$ cat config.mk
export PLATFORM = sky130hd
export DESIGN_NAME = eiu_top
export DESIGN_NICKNAME = d
export VERILOG_FILES = /design/src/include/eiu_pkg.sv /design/src/include/eiu_det_if.sv /design/src/hdl/eiu_top.sv /design/src/hdl/eiu_detect.sv
export SDC_FILE = /design/constraint.sdc
export NUM_CORES = 1
export LEC_CHECK = 0
export BUFFER_PORTS_ARGS = -buffer_cell sky130_fd_sc_hd__buf_2
export CAP_MARGIN = 40
export CORE_MARGIN = 4
export CORE_UTILIZATION = 28
export DETAILED_ROUTE_END_ITERATION = 12
export HOLD_SLACK_MARGIN = 0.05
export PLACE_DENSITY = 0.55
export SKIP_CTS_REPAIR_TIMING = 1
export SKIP_LAST_GASP = 1
export SLEW_MARGIN = 25
export SYNTH_ARGS = -nofsm -noshare
export SYNTH_HDL_FRONTEND = slang
export SYNTH_SLANG_ARGS = --single-unit
$ cat constraint.sdc
create_clock -name i_clock -period 1.3 [get_ports i_clock]
set_input_delay 0.065 -clock i_clock [delete_from_list [all_inputs] [get_ports i_clock]]
set_output_delay 0.065 -clock i_clock [all_outputs]
set_load 0.02 [all_outputs]
$ cat src/include/eiu_pkg.sv
// Package with register map, field layout and mode codes of the external interrupt unit.
`default_nettype none
package eiu_pkg;

  // Register offsets in data space.
  localparam logic [7:0] ADDR_PC_FLAG = 8'h3b;
  localparam logic [7:0] ADDR_EXT_FLAG = 8'h3c;
  localparam logic [7:0] ADDR_EXT_ENABLE = 8'h3d;
  localparam logic [7:0] ADDR_CORE_CTRL = 8'h55;
  localparam logic [7:0] ADDR_PC_CTRL = 8'h68;
  localparam logic [7:0] ADDR_EXT_SENSE = 8'h6a;

  localparam int NUM_EXT = 2;
  localparam int NUM_PC_GRP = 3;
  localparam int PC_GRP_W = 8;
  localparam int PC_PINS = NUM_PC_GRP * PC_GRP_W;
  localparam int SENSE_W = 2;

  localparam logic [7:0] PC_MASK_ADDR [NUM_PC_GRP] = '{8'h6b, 8'h6c, 8'h6d};
  localparam logic [7:0] PC_MASK_VALID [NUM_PC_GRP] = '{8'hff, 8'h7f, 8'hff};

  // Field positions in the core control register.
  localparam int CC_PUD = 4;
  localparam int CC_VSEL = 1;
  localparam int CC_VCE = 0;

  localparam logic [7:0] RST_BYTE = 8'h00;
  localparam logic [3:0] RST_SENSE = 4'h0;

  // Change enable stays open for this many cycles.
  localparam logic [2:0] VCE_WINDOW_CYC = 3'h4;
  localparam logic [2:0] VC_CNT_LAST = 3'h1;

  // Vector table word addresses; boot starts are plain defaults per fuse setting.
  localparam int VEC_W = 13;
  localparam logic [VEC_W-1:0] VEC_APP_START = 13'h0000;
  localparam logic [VEC_W-1:0] BOOT_START_SZ0 = 13'h1000;
  localparam logic [VEC_W-1:0] BOOT_START_SZ1 = 13'h1400;
  localparam logic [VEC_W-1:0] BOOT_START_SZ2 = 13'h1800;
  localparam logic [VEC_W-1:0] BOOT_START_SZ3 = 13'h1c00;

  typedef enum logic [1:0] {
    EIU_SENSE_LOW = 2'h0,
    EIU_SENSE_ANY = 2'h1,
    EIU_SENSE_FALL = 2'h2,
    EIU_SENSE_RISE = 2'h3
  } eiu_sense_t;

  typedef enum logic [1:0] {
    EIU_VC_IDLE,
    EIU_VC_OPEN,
    EIU_VC_TRAIL
  } eiu_vc_state_t;

  function automatic logic reg_hit(input logic [7:0] addr, input logic [7:0] target);
    return addr == target;
  endfunction

  function automatic logic [VEC_W-1:0] boot_start(input logic [1:0] fuses);
    logic [VEC_W-1:0] base;
    case (fuses)
      2'h0: base = BOOT_START_SZ0;
      2'h1: base = BOOT_START_SZ1;
      2'h2: base = BOOT_START_SZ2;
      default: base = BOOT_START_SZ3;
    endcase
    return base;
  endfunction

endpackage
`default_nettype wire

$ cat src/include/eiu_det_if.sv
// Interface between the control block and the pin detector.
`default_nettype none
interface eiu_det_if;
  import eiu_pkg::*;
  logic [NUM_EXT-1:0] ext_pin;
  logic [PC_PINS-1:0] pc_pin;
  logic [NUM_EXT*SENSE_W-1:0] sense;
  logic io_run;
  logic [NUM_EXT-1:0] ext_edge;
  logic [NUM_EXT-1:0] ext_low;
  logic [PC_PINS-1:0] pc_toggle;

  modport det (input ext_pin, input pc_pin, input sense, input io_run,
               output ext_edge, output ext_low, output pc_toggle);
  modport ctl (output ext_pin, output pc_pin, output sense, output io_run,
               input ext_edge, input ext_low, input pc_toggle);
endinterface
`default_nettype wire

$ cat src/hdl/eiu_top.sv
// External interrupt unit: vector placement, sense control, flags and requests.
`default_nettype none

// Notes on behaviour
// - Vector select zero puts vectors at flash start; one at the fused boot start.
// - Interrupts blocked from change enable until after the instruction after the write.
// - The blocking never alters the global interrupt enable.
// - Change enable self-clears four cycles after setting, or on a vector select write.
// - Boot lock bits block interrupts while running from the other section.
// - Pull-up disable bit turns every port pull-up off.
// - Interrupts fire even when their pins are outputs.
// - Each pin-change group raises its own request on any enabled toggle.
// - Three mask registers choose which pins feed each group.
// - Pin changes are seen without the I/O clock and can wake the part.
// - Level mode requests for as long as the pin is low.
// - Edge sensing needs the I/O clock; low level works without it.
// - A low level that vanishes before wake-up gives no interrupt.
// - Sense register: pin one mode in bits 3:2, pin zero in 1:0.
// - Mode 00 senses low level, 01 any change.
// - Mode 10 senses falling edge, 11 rising edge.
// - Pins are sampled first; pulses over one clock are caught.
// - Enable bits 1 and 0 gate each pin with the global enable.
// - Edge trigger sets the pin flag; service or write-one clears; zero in level mode.
// - Pin-change trigger sets the group flag; service or write-one clears.
module eiu_top
  import eiu_pkg::*;
(
  // Clock and reset
  input wire logic i_clock,
  input wire logic i_rst_b,
  // Register port
  input wire logic [7:0] i_addr,
  input wire logic [7:0] i_wdata,
  input wire logic i_wr,
  input wire logic i_rd,
  output logic [7:0] o_rdata,
  // Pins
  input wire logic [NUM_EXT-1:0] i_ext_pin,
  input wire logic [PC_PINS-1:0] i_pc_pin,
  // Core status
  input wire logic i_global_enable,
  input wire logic i_io_clock_run,
  input wire logic i_instr_end,
  input wire logic i_exec_in_boot,
  input wire logic i_app_boot_lock,
  input wire logic i_boot_boot_lock,
  input wire logic [1:0] i_boot_size_fuses,
  input wire logic [NUM_EXT-1:0] i_ack_ext,
  input wire logic [NUM_PC_GRP-1:0] i_ack_pc,
  // Requests and controls
  output logic [NUM_EXT-1:0] o_irq_ext,
  output logic [NUM_PC_GRP-1:0] o_irq_pc,
  output logic o_irq_block,
  output logic o_vector_select,
  output logic [VEC_W-1:0] o_vector_base,
  output logic o_pullup_disable,
  output logic o_wake
);

  eiu_vc_state_t state;
  eiu_vc_state_t next_state;
  logic [2:0] vc_cnt;
  logic [2:0] next_vc_cnt;
  logic next_vsel;
  logic [3:0] sense;
  logic [NUM_EXT-1:0] ext_en;
  logic [NUM_PC_GRP-1:0] pc_en;
  logic [NUM_EXT-1:0] ext_flag;
  logic [NUM_PC_GRP-1:0] pc_flag;
  logic [NUM_PC_GRP-1:0][7:0] pc_mask;
  logic [NUM_PC_GRP-1:0] pc_hit;
  logic [NUM_EXT-1:0] ext_level;
  logic [7:0] mask_rd;

  eiu_det_if dif ();

  assign dif.ext_pin = i_ext_pin;
  assign dif.pc_pin = i_pc_pin;
  assign dif.sense = sense;
  assign dif.io_run = i_io_clock_run;

  eiu_detect u_detect (
    .i_clock(i_clock),
    .i_rst_b(i_rst_b),
    .det(dif)
  );

  // Register port decoding.
  wire logic wr_cc = i_wr & reg_hit(i_addr, ADDR_CORE_CTRL);
  wire logic wr_sense = i_wr & reg_hit(i_addr, ADDR_EXT_SENSE);
  wire logic wr_ext_en = i_wr & reg_hit(i_addr, ADDR_EXT_ENABLE);
  wire logic wr_ext_flag = i_wr & reg_hit(i_addr, ADDR_EXT_FLAG);
  wire logic wr_pc_ctrl = i_wr & reg_hit(i_addr, ADDR_PC_CTRL);
  wire logic wr_pc_flag = i_wr & reg_hit(i_addr, ADDR_PC_FLAG);
  wire logic vce = (state == EIU_VC_OPEN);
  wire logic [NUM_EXT-1:0] clr_ext = (wr_ext_flag ? i_wdata[NUM_EXT-1:0] : '0) | i_ack_ext;
  wire logic [NUM_PC_GRP-1:0] clr_pc = (wr_pc_flag ? i_wdata[NUM_PC_GRP-1:0] : '0) | i_ack_pc;

  // Vector change sequence.
  always_comb
  begin
    next_state = state;
    next_vc_cnt = vc_cnt;
    next_vsel = o_vector_select;
    case (state)
      EIU_VC_IDLE:
      begin
        if (wr_cc && i_wdata[CC_VCE])
        begin
          next_state = EIU_VC_OPEN;
          next_vc_cnt = VCE_WINDOW_CYC;
        end
      end
      EIU_VC_OPEN:
      begin
        if (wr_cc && !i_wdata[CC_VCE])
        begin
          next_vsel = i_wdata[CC_VSEL];
          next_state = EIU_VC_TRAIL;
        end
        else if (wr_cc)
          next_vc_cnt = VCE_WINDOW_CYC;
        else if (vc_cnt == VC_CNT_LAST)
          next_state = EIU_VC_IDLE;
        else
          next_vc_cnt = vc_cnt - VC_CNT_LAST;
      end
      EIU_VC_TRAIL:
      begin
        if (wr_cc && i_wdata[CC_VCE])
        begin
          next_state = EIU_VC_OPEN;
          next_vc_cnt = VCE_WINDOW_CYC;
        end
        else if (i_instr_end)
          next_state = EIU_VC_IDLE;
      end
      default:
        next_state = EIU_VC_IDLE;
    endcase
  end

  // Automatic blocking only masks requests; the global enable is never written.
  wire logic lock_block = next_vsel ? (i_app_boot_lock & ~i_exec_in_boot) :
                                      (i_boot_boot_lock & i_exec_in_boot);
  wire logic next_block = (next_state != EIU_VC_IDLE) | lock_block;

  // Flags: a trigger in the clearing cycle wins over the clear.
  for (genvar i = 0; i < NUM_EXT; i++)
  begin : g_ext
    assign ext_level[i] = (sense[i*SENSE_W +: SENSE_W] == EIU_SENSE_LOW);
  end

  wire logic [NUM_EXT-1:0] next_ext_flag = ~ext_level & (dif.ext_edge | (ext_flag & ~clr_ext));
  wire logic [NUM_PC_GRP-1:0] next_pc_flag = pc_hit | (pc_flag & ~clr_pc);
  // A level request follows the sampled pin, so a level gone early raises nothing.
  wire logic [NUM_EXT-1:0] ext_req = (ext_level & dif.ext_low) | next_ext_flag;
  wire logic [NUM_EXT-1:0] next_irq_ext = ext_en & ext_req & {NUM_EXT{i_global_enable & ~next_block}};
  wire logic [NUM_PC_GRP-1:0] next_irq_pc = pc_en & next_pc_flag & {NUM_PC_GRP{i_global_enable & ~next_block}};
  // Wake needs neither the I/O clock nor the global enable.
  wire logic next_wake = |(ext_en & ext_level & dif.ext_low) | |(pc_en & pc_hit);
  wire logic [VEC_W-1:0] next_vbase = next_vsel ? boot_start(i_boot_size_fuses) : VEC_APP_START;

  // Pin-change groups with their mask registers.
  for (genvar g = 0; g < NUM_PC_GRP; g++)
  begin : g_pc
    logic [7:0] mask;
    always_ff @(posedge i_clock or negedge i_rst_b)
    begin
      if (!i_rst_b)
        mask <= RST_BYTE;
      else if (i_wr && reg_hit(i_addr, PC_MASK_ADDR[g]))
        mask <= i_wdata & PC_MASK_VALID[g];
    end
    assign pc_mask[g] = mask;
    assign pc_hit[g] = |(dif.pc_toggle[g*PC_GRP_W +: PC_GRP_W] & mask);
  end

  always_comb
  begin
    mask_rd = RST_BYTE;
    for (int g = 0; g < NUM_PC_GRP; g++)
      if (reg_hit(i_addr, PC_MASK_ADDR[g]))
        mask_rd = pc_mask[g];
  end

  wire logic [7:0] cc_rd = (8'(o_pullup_disable) << CC_PUD) | (8'(o_vector_select) << CC_VSEL) |
                           (8'(vce) << CC_VCE);
  wire logic [7:0] rd_val =
    reg_hit(i_addr, ADDR_CORE_CTRL) ? cc_rd :
    reg_hit(i_addr, ADDR_EXT_SENSE) ? {4'h0, sense} :
    reg_hit(i_addr, ADDR_EXT_ENABLE) ? 8'(ext_en) :
    reg_hit(i_addr, ADDR_EXT_FLAG) ? 8'(ext_flag) :
    reg_hit(i_addr, ADDR_PC_CTRL) ? 8'(pc_en) :
    reg_hit(i_addr, ADDR_PC_FLAG) ? 8'(pc_flag) : mask_rd;

  always_ff @(posedge i_clock or negedge i_rst_b)
  begin
    if (!i_rst_b)
    begin
      state <= EIU_VC_IDLE;
      vc_cnt <= 3'h0;
      o_vector_select <= 1'b0;
      o_pullup_disable <= 1'b0;
      sense <= RST_SENSE;
      ext_en <= '0;
      pc_en <= '0;
    end
    else
    begin
      state <= next_state;
      vc_cnt <= next_vc_cnt;
      o_vector_select <= next_vsel;
      if (wr_cc)
        o_pullup_disable <= i_wdata[CC_PUD];
      if (wr_sense)
        sense <= i_wdata[3:0];
      if (wr_ext_en)
        ext_en <= i_wdata[NUM_EXT-1:0];
      if (wr_pc_ctrl)
        pc_en <= i_wdata[NUM_PC_GRP-1:0];
    end
  end

  always_ff @(posedge i_clock or negedge i_rst_b)
  begin
    if (!i_rst_b)
    begin
      ext_flag <= '0;
      pc_flag <= '0;
      o_irq_ext <= '0;
      o_irq_pc <= '0;
      o_irq_block <= 1'b0;
      o_wake <= 1'b0;
      o_vector_base <= VEC_APP_START;
      o_rdata <= RST_BYTE;
    end
    else
    begin
      ext_flag <= next_ext_flag;
      pc_flag <= next_pc_flag;
      o_irq_ext <= next_irq_ext;
      o_irq_pc <= next_irq_pc;
      o_irq_block <= next_block;
      o_wake <= next_wake;
      o_vector_base <= next_vbase;
      if (i_rd)
        o_rdata <= rd_val;
    end
  end
endmodule
`default_nettype wire

$ cat src/hdl/eiu_detect.sv
// Pin sampler with edge, level and pin-change detection.
`default_nettype none
module eiu_detect
  import eiu_pkg::*;
(
  // Clock and reset
  input wire logic i_clock,
  input wire logic i_rst_b,
  // Detector side
  eiu_det_if.det det
);

  logic [NUM_EXT-1:0] ext_smp;
  logic [NUM_EXT-1:0] ext_prev;
  logic [PC_PINS-1:0] pc_smp;
  logic [PC_PINS-1:0] pc_prev;
  logic smp_ok;
  logic prev_ok;

  // Pins are sampled before any comparison, whatever their direction.
  always_ff @(posedge i_clock or negedge i_rst_b)
  begin
    if (!i_rst_b)
    begin
      ext_smp <= '0;
      ext_prev <= '0;
      pc_smp <= '0;
      pc_prev <= '0;
      smp_ok <= 1'b0;
      prev_ok <= 1'b0;
    end
    else
    begin
      ext_smp <= det.ext_pin;
      ext_prev <= ext_smp;
      pc_smp <= det.pc_pin;
      pc_prev <= pc_smp;
      smp_ok <= 1'b1;
      prev_ok <= smp_ok;
    end
  end

  for (genvar i = 0; i < NUM_EXT; i++)
  begin : g_ext
    wire eiu_sense_t mode = eiu_sense_t'(det.sense[i*SENSE_W +: SENSE_W]);
    wire logic rise = ext_smp[i] & ~ext_prev[i];
    wire logic fall = ~ext_smp[i] & ext_prev[i];
    wire logic hit = (mode == EIU_SENSE_ANY) ? (rise | fall) :
                     (mode == EIU_SENSE_FALL) ? fall :
                     (mode == EIU_SENSE_RISE) & rise;
    // Edges are only seen while the I/O clock runs.
    assign det.ext_edge[i] = det.io_run & prev_ok & hit;
    assign det.ext_low[i] = smp_ok & ~ext_smp[i];
  end

  assign det.pc_toggle = prev_ok ? (pc_smp ^ pc_prev) : '0;
endmodule
`default_nettype wire

==> metrics <==
drt via density=between 4 and 5; Synth Area in XOR/XNOR=~4.1%; initial core utilization=approximately 29%; synthesized area=about 4900 sq um; Routed WL=13.8 mm; crit start category=flop; CP endpoint kind=flop; antenna diode instance count=0; # rows=47; slowest CP cell=dfrtp_1; DIE AREA=19,600 sq um; worst hold start=i_app_boot_lock; grt ovf=0; Worst Path Required=around 1.6 ns; Reg-to-Reg End=o_irq_pc[2]; CTS root buf=clkbuf_16; clock-pin slew on the worst setup and hold paths=roughly 0.060 ns; Worst setup startpoint=vc_cnt[1]; Min Hold Slack=roughly 0.048 ns; arrival time worst endpoint=1.96 ns; CP cell instances=inv_2 > ha_4 > nor2b_4 > a311oi_4 > a41oi_4 > nand4_4 > nor3b_2; max-cap viol count=0; failing checks=negative setup slack; Seq pwr share=about two fifths; Core Footprint=16,800 sq um; CTS tree=yes; Worst Hold Depth=4; R2R depth=7; largest net degree at the start of global routing=38; combinational family with the most area after synthesis=simple AND/OR/NAND/NOR gates; Distinct cells, synth=slightly below 60; worst-path maximum fanout=5; crit share post-route=125%; DP Wirelength=10.1 mm; Clock Path Buffers=2; VDD IR max=around 0.95 mV; pwr dens=approximately 1300 nW/um^2; final setup margin=-0.329 ns; crit path time final=between 1.5 and 2 ns; Area contributors post-synth=dfrtp_1 58%, mux2_1 6.9%, xor2_1 4.1%; Post-synth ARST share=100%; synthesized flop and latch total=113; Primary FF master, synth=dfrtp_1; uppermost layer routed=met5; I/O pin cnt=slightly below 90; Adder-Cell Fraction of Synth Area=roughly 1.5%; Iteration-0 DRC Markers=about 180; worst hold path type=input pin to flop; Post-Synth Simple-Gate Area=approximately an eighth; Combinational Power Share=a little over a tenth; Bufs and invs on worst path=1; DIE HEIGHT=between 100 and 150 microns; Lkg Pwr=roughly 3.5 nW; Syn. warnings=0; Total Routing Usage GR=between 10% and 20%; RSZ-0062 raised after global routing=yes; Critical R2R Launch=vc_cnt[1]; clock buffer count from CTS=17; M1 WL=6.29 mm; Seq/Total Area, Yosys=between 50 and 60%; CTS sink cnt=about 110; wire length on met3=between 800 and 900 microns; Pre-Repair DR Iteration Count=4; sw frac=roughly a quarter; Post-Syn Area per Cell=12.6 sq um; status=finished, violations left; Die Wd=140 microns; Cells after Synth=between 300 and 400; share of the synthesized area in the top cell type=around three fifths; Fin. Hold Viols=0; Setup Viol. Count Final=19; achievable frequency=0.614 GHz; Slew Viols, Final=0; first-pass GRT wire length=around 21 mm; Cell Int Power=approximately 7.2 mW; clk_lat worst skew=roughly 0.41 ns; # port buffers=77; worst slack at placement=-0.398 ns; number of synthesized flops with an enable pin=0; Synth area leader=dfrtp_1; Max Clock Skew=between 0.007 and 0.008 ns; share of cells above drive strength 1=a little under 40%; Synth Area in Compound Gates=9.72%; Worst path max stage delay=slightly below 0.4 ns; flop2flop setup slack=-0.33 ns; Routed met2 length=roughly 6.5 mm; Hold Path Sink=o_irq_block; Antenna Nets Post-Route=0; Final Wtd Congestion=0.850; antenna violations before repair=2; Nets=650; Setup CP Type=flop to flop; mux share of post-synthesis cell area=10.0%; Post-DP Area=a little over 6000 sq um; H-tree levels=4; DRC=0; Design Area, Final=between 7000 and 8000 sq um; sw power=around 2.4 mW; CP delay by family, top=simple AND/OR/NAND/NOR gates; vias in the first global route=just under 4k; wire per inst=roughly 17 microns; via count=about 3.8k; area grow syn2layout=48.9%; clock share of power=roughly half
[metrics by stage]
step                      instances  power, mW  util (%)  setup TNS, ns
after floorplan                 395       4.28         -         -0.672
after global placement          740       4.73      36.1         -10.53
after detailed placement        740       4.77      36.1         -11.38
after CTS                       771       9.48      39.6          -4.21
after global routing            817       9.92      43.1          -4.97
final                           817       9.57      43.1          -3.63
[cells by family after synthesis]
logic type / Yosys count
buf+inv: 41
compound gates: 63
mux: 44
flops: 113
other cells: 2
fa+ha+maj: 6
simple gates: 94
xor+xnor: 23
[registers in the layout (all words and copies together), names as in the netlist, 2 cells and up]
register / flops
u_detect.ext_prev: 2
u_detect.pc_smp: 23
dif.sense: 4
ext_flag: 2
o_irq_pc: 3
u_detect.pc_prev: 23
o_rdata: 8
ext_en: 2
vc_cnt: 3
o_vector_base: 3
o_irq_ext: 2
u_detect.ext_smp: 2
g_pc.mask: 23
pc_flag: 3
state: 2
pc_en: 3
[layer usage]
metal  GRT usage (%)  vias to the layer above
li1                -                     1780
met4            4.90                        4
met1            19.0                     1907
met2            21.6                      115
met5               0                        -
met3            4.53                       23
[worst max-delay path by stage]
stage | slack [ns] | cells after the start | to
after floorplan | -0.10 | 7 | o_irq_pc[0]
after global placement | -0.32 | 8 | o_irq_pc[2]
after detailed placement | -0.40 | 8 | o_irq_pc[0]
after CTS | -0.42 | 8 | o_irq_pc[2]
after global routing | -0.37 | 7 | o_irq_pc[2]
final | -0.33 | 7 | o_irq_pc[2]
[tightest hold or removal path, cell delays in order]
cell,delay (ns)
buf_2,0.08
a31oi_1,0.07
buf_4,0.14
nand3_1,0.07
[cell usage in the layout (no fill, tap or decap), types with 5 or more instances in the layout]
master	n
inv_1	18
buf_2	76
dlygate4sd3_1	41
a22oi_1	8
nand3_1	10
nor2_1	11
ha_1	5
dfrtp_1	113
mux2_2	6
nand4_1	5
xor2_1	23
nand2_1	14
o21ai_1	5
conb_1	11
buf_12	6
a21oi_1	11
nor2b_1	9
nor3_1	5
clkbuf_16	17
buf_4	68
mux2_1	30
[synth_stat cells, drive strengths merged (6+ instances only)]
cell	n
ha	6
o21ai	8
nand3	12
nand2	17
mux2	37
xor2	23
nor2	14
inv	21
a22oi	11
a21oi	12
mux2i	7
buf	18
dfrtp	113
nor2b	11
nand4	6
[power groups by stage]
stage               combinational, mW  sequential, mW  clock [mW]
detailed placement              0.871            3.90           0
global route                     1.13            3.87        4.92
global placement                0.844            3.89           0
CTS                             0.875            3.84        4.77
floorplan                       0.394            3.88           0
finish                           1.03            3.85        4.69
[cell type report]
type	instances	area (sq um)
Tap cell	220	275
Sequential cell	113	2830
Clock inverter	11	131
Timing Repair Buffer	191	1420
Inverter	21	78.8
Fill cell	1588	9580
Multi-Input combinational cell	241	2040
Clock buffer	20	467
Power figures use the tool's default switching activity.
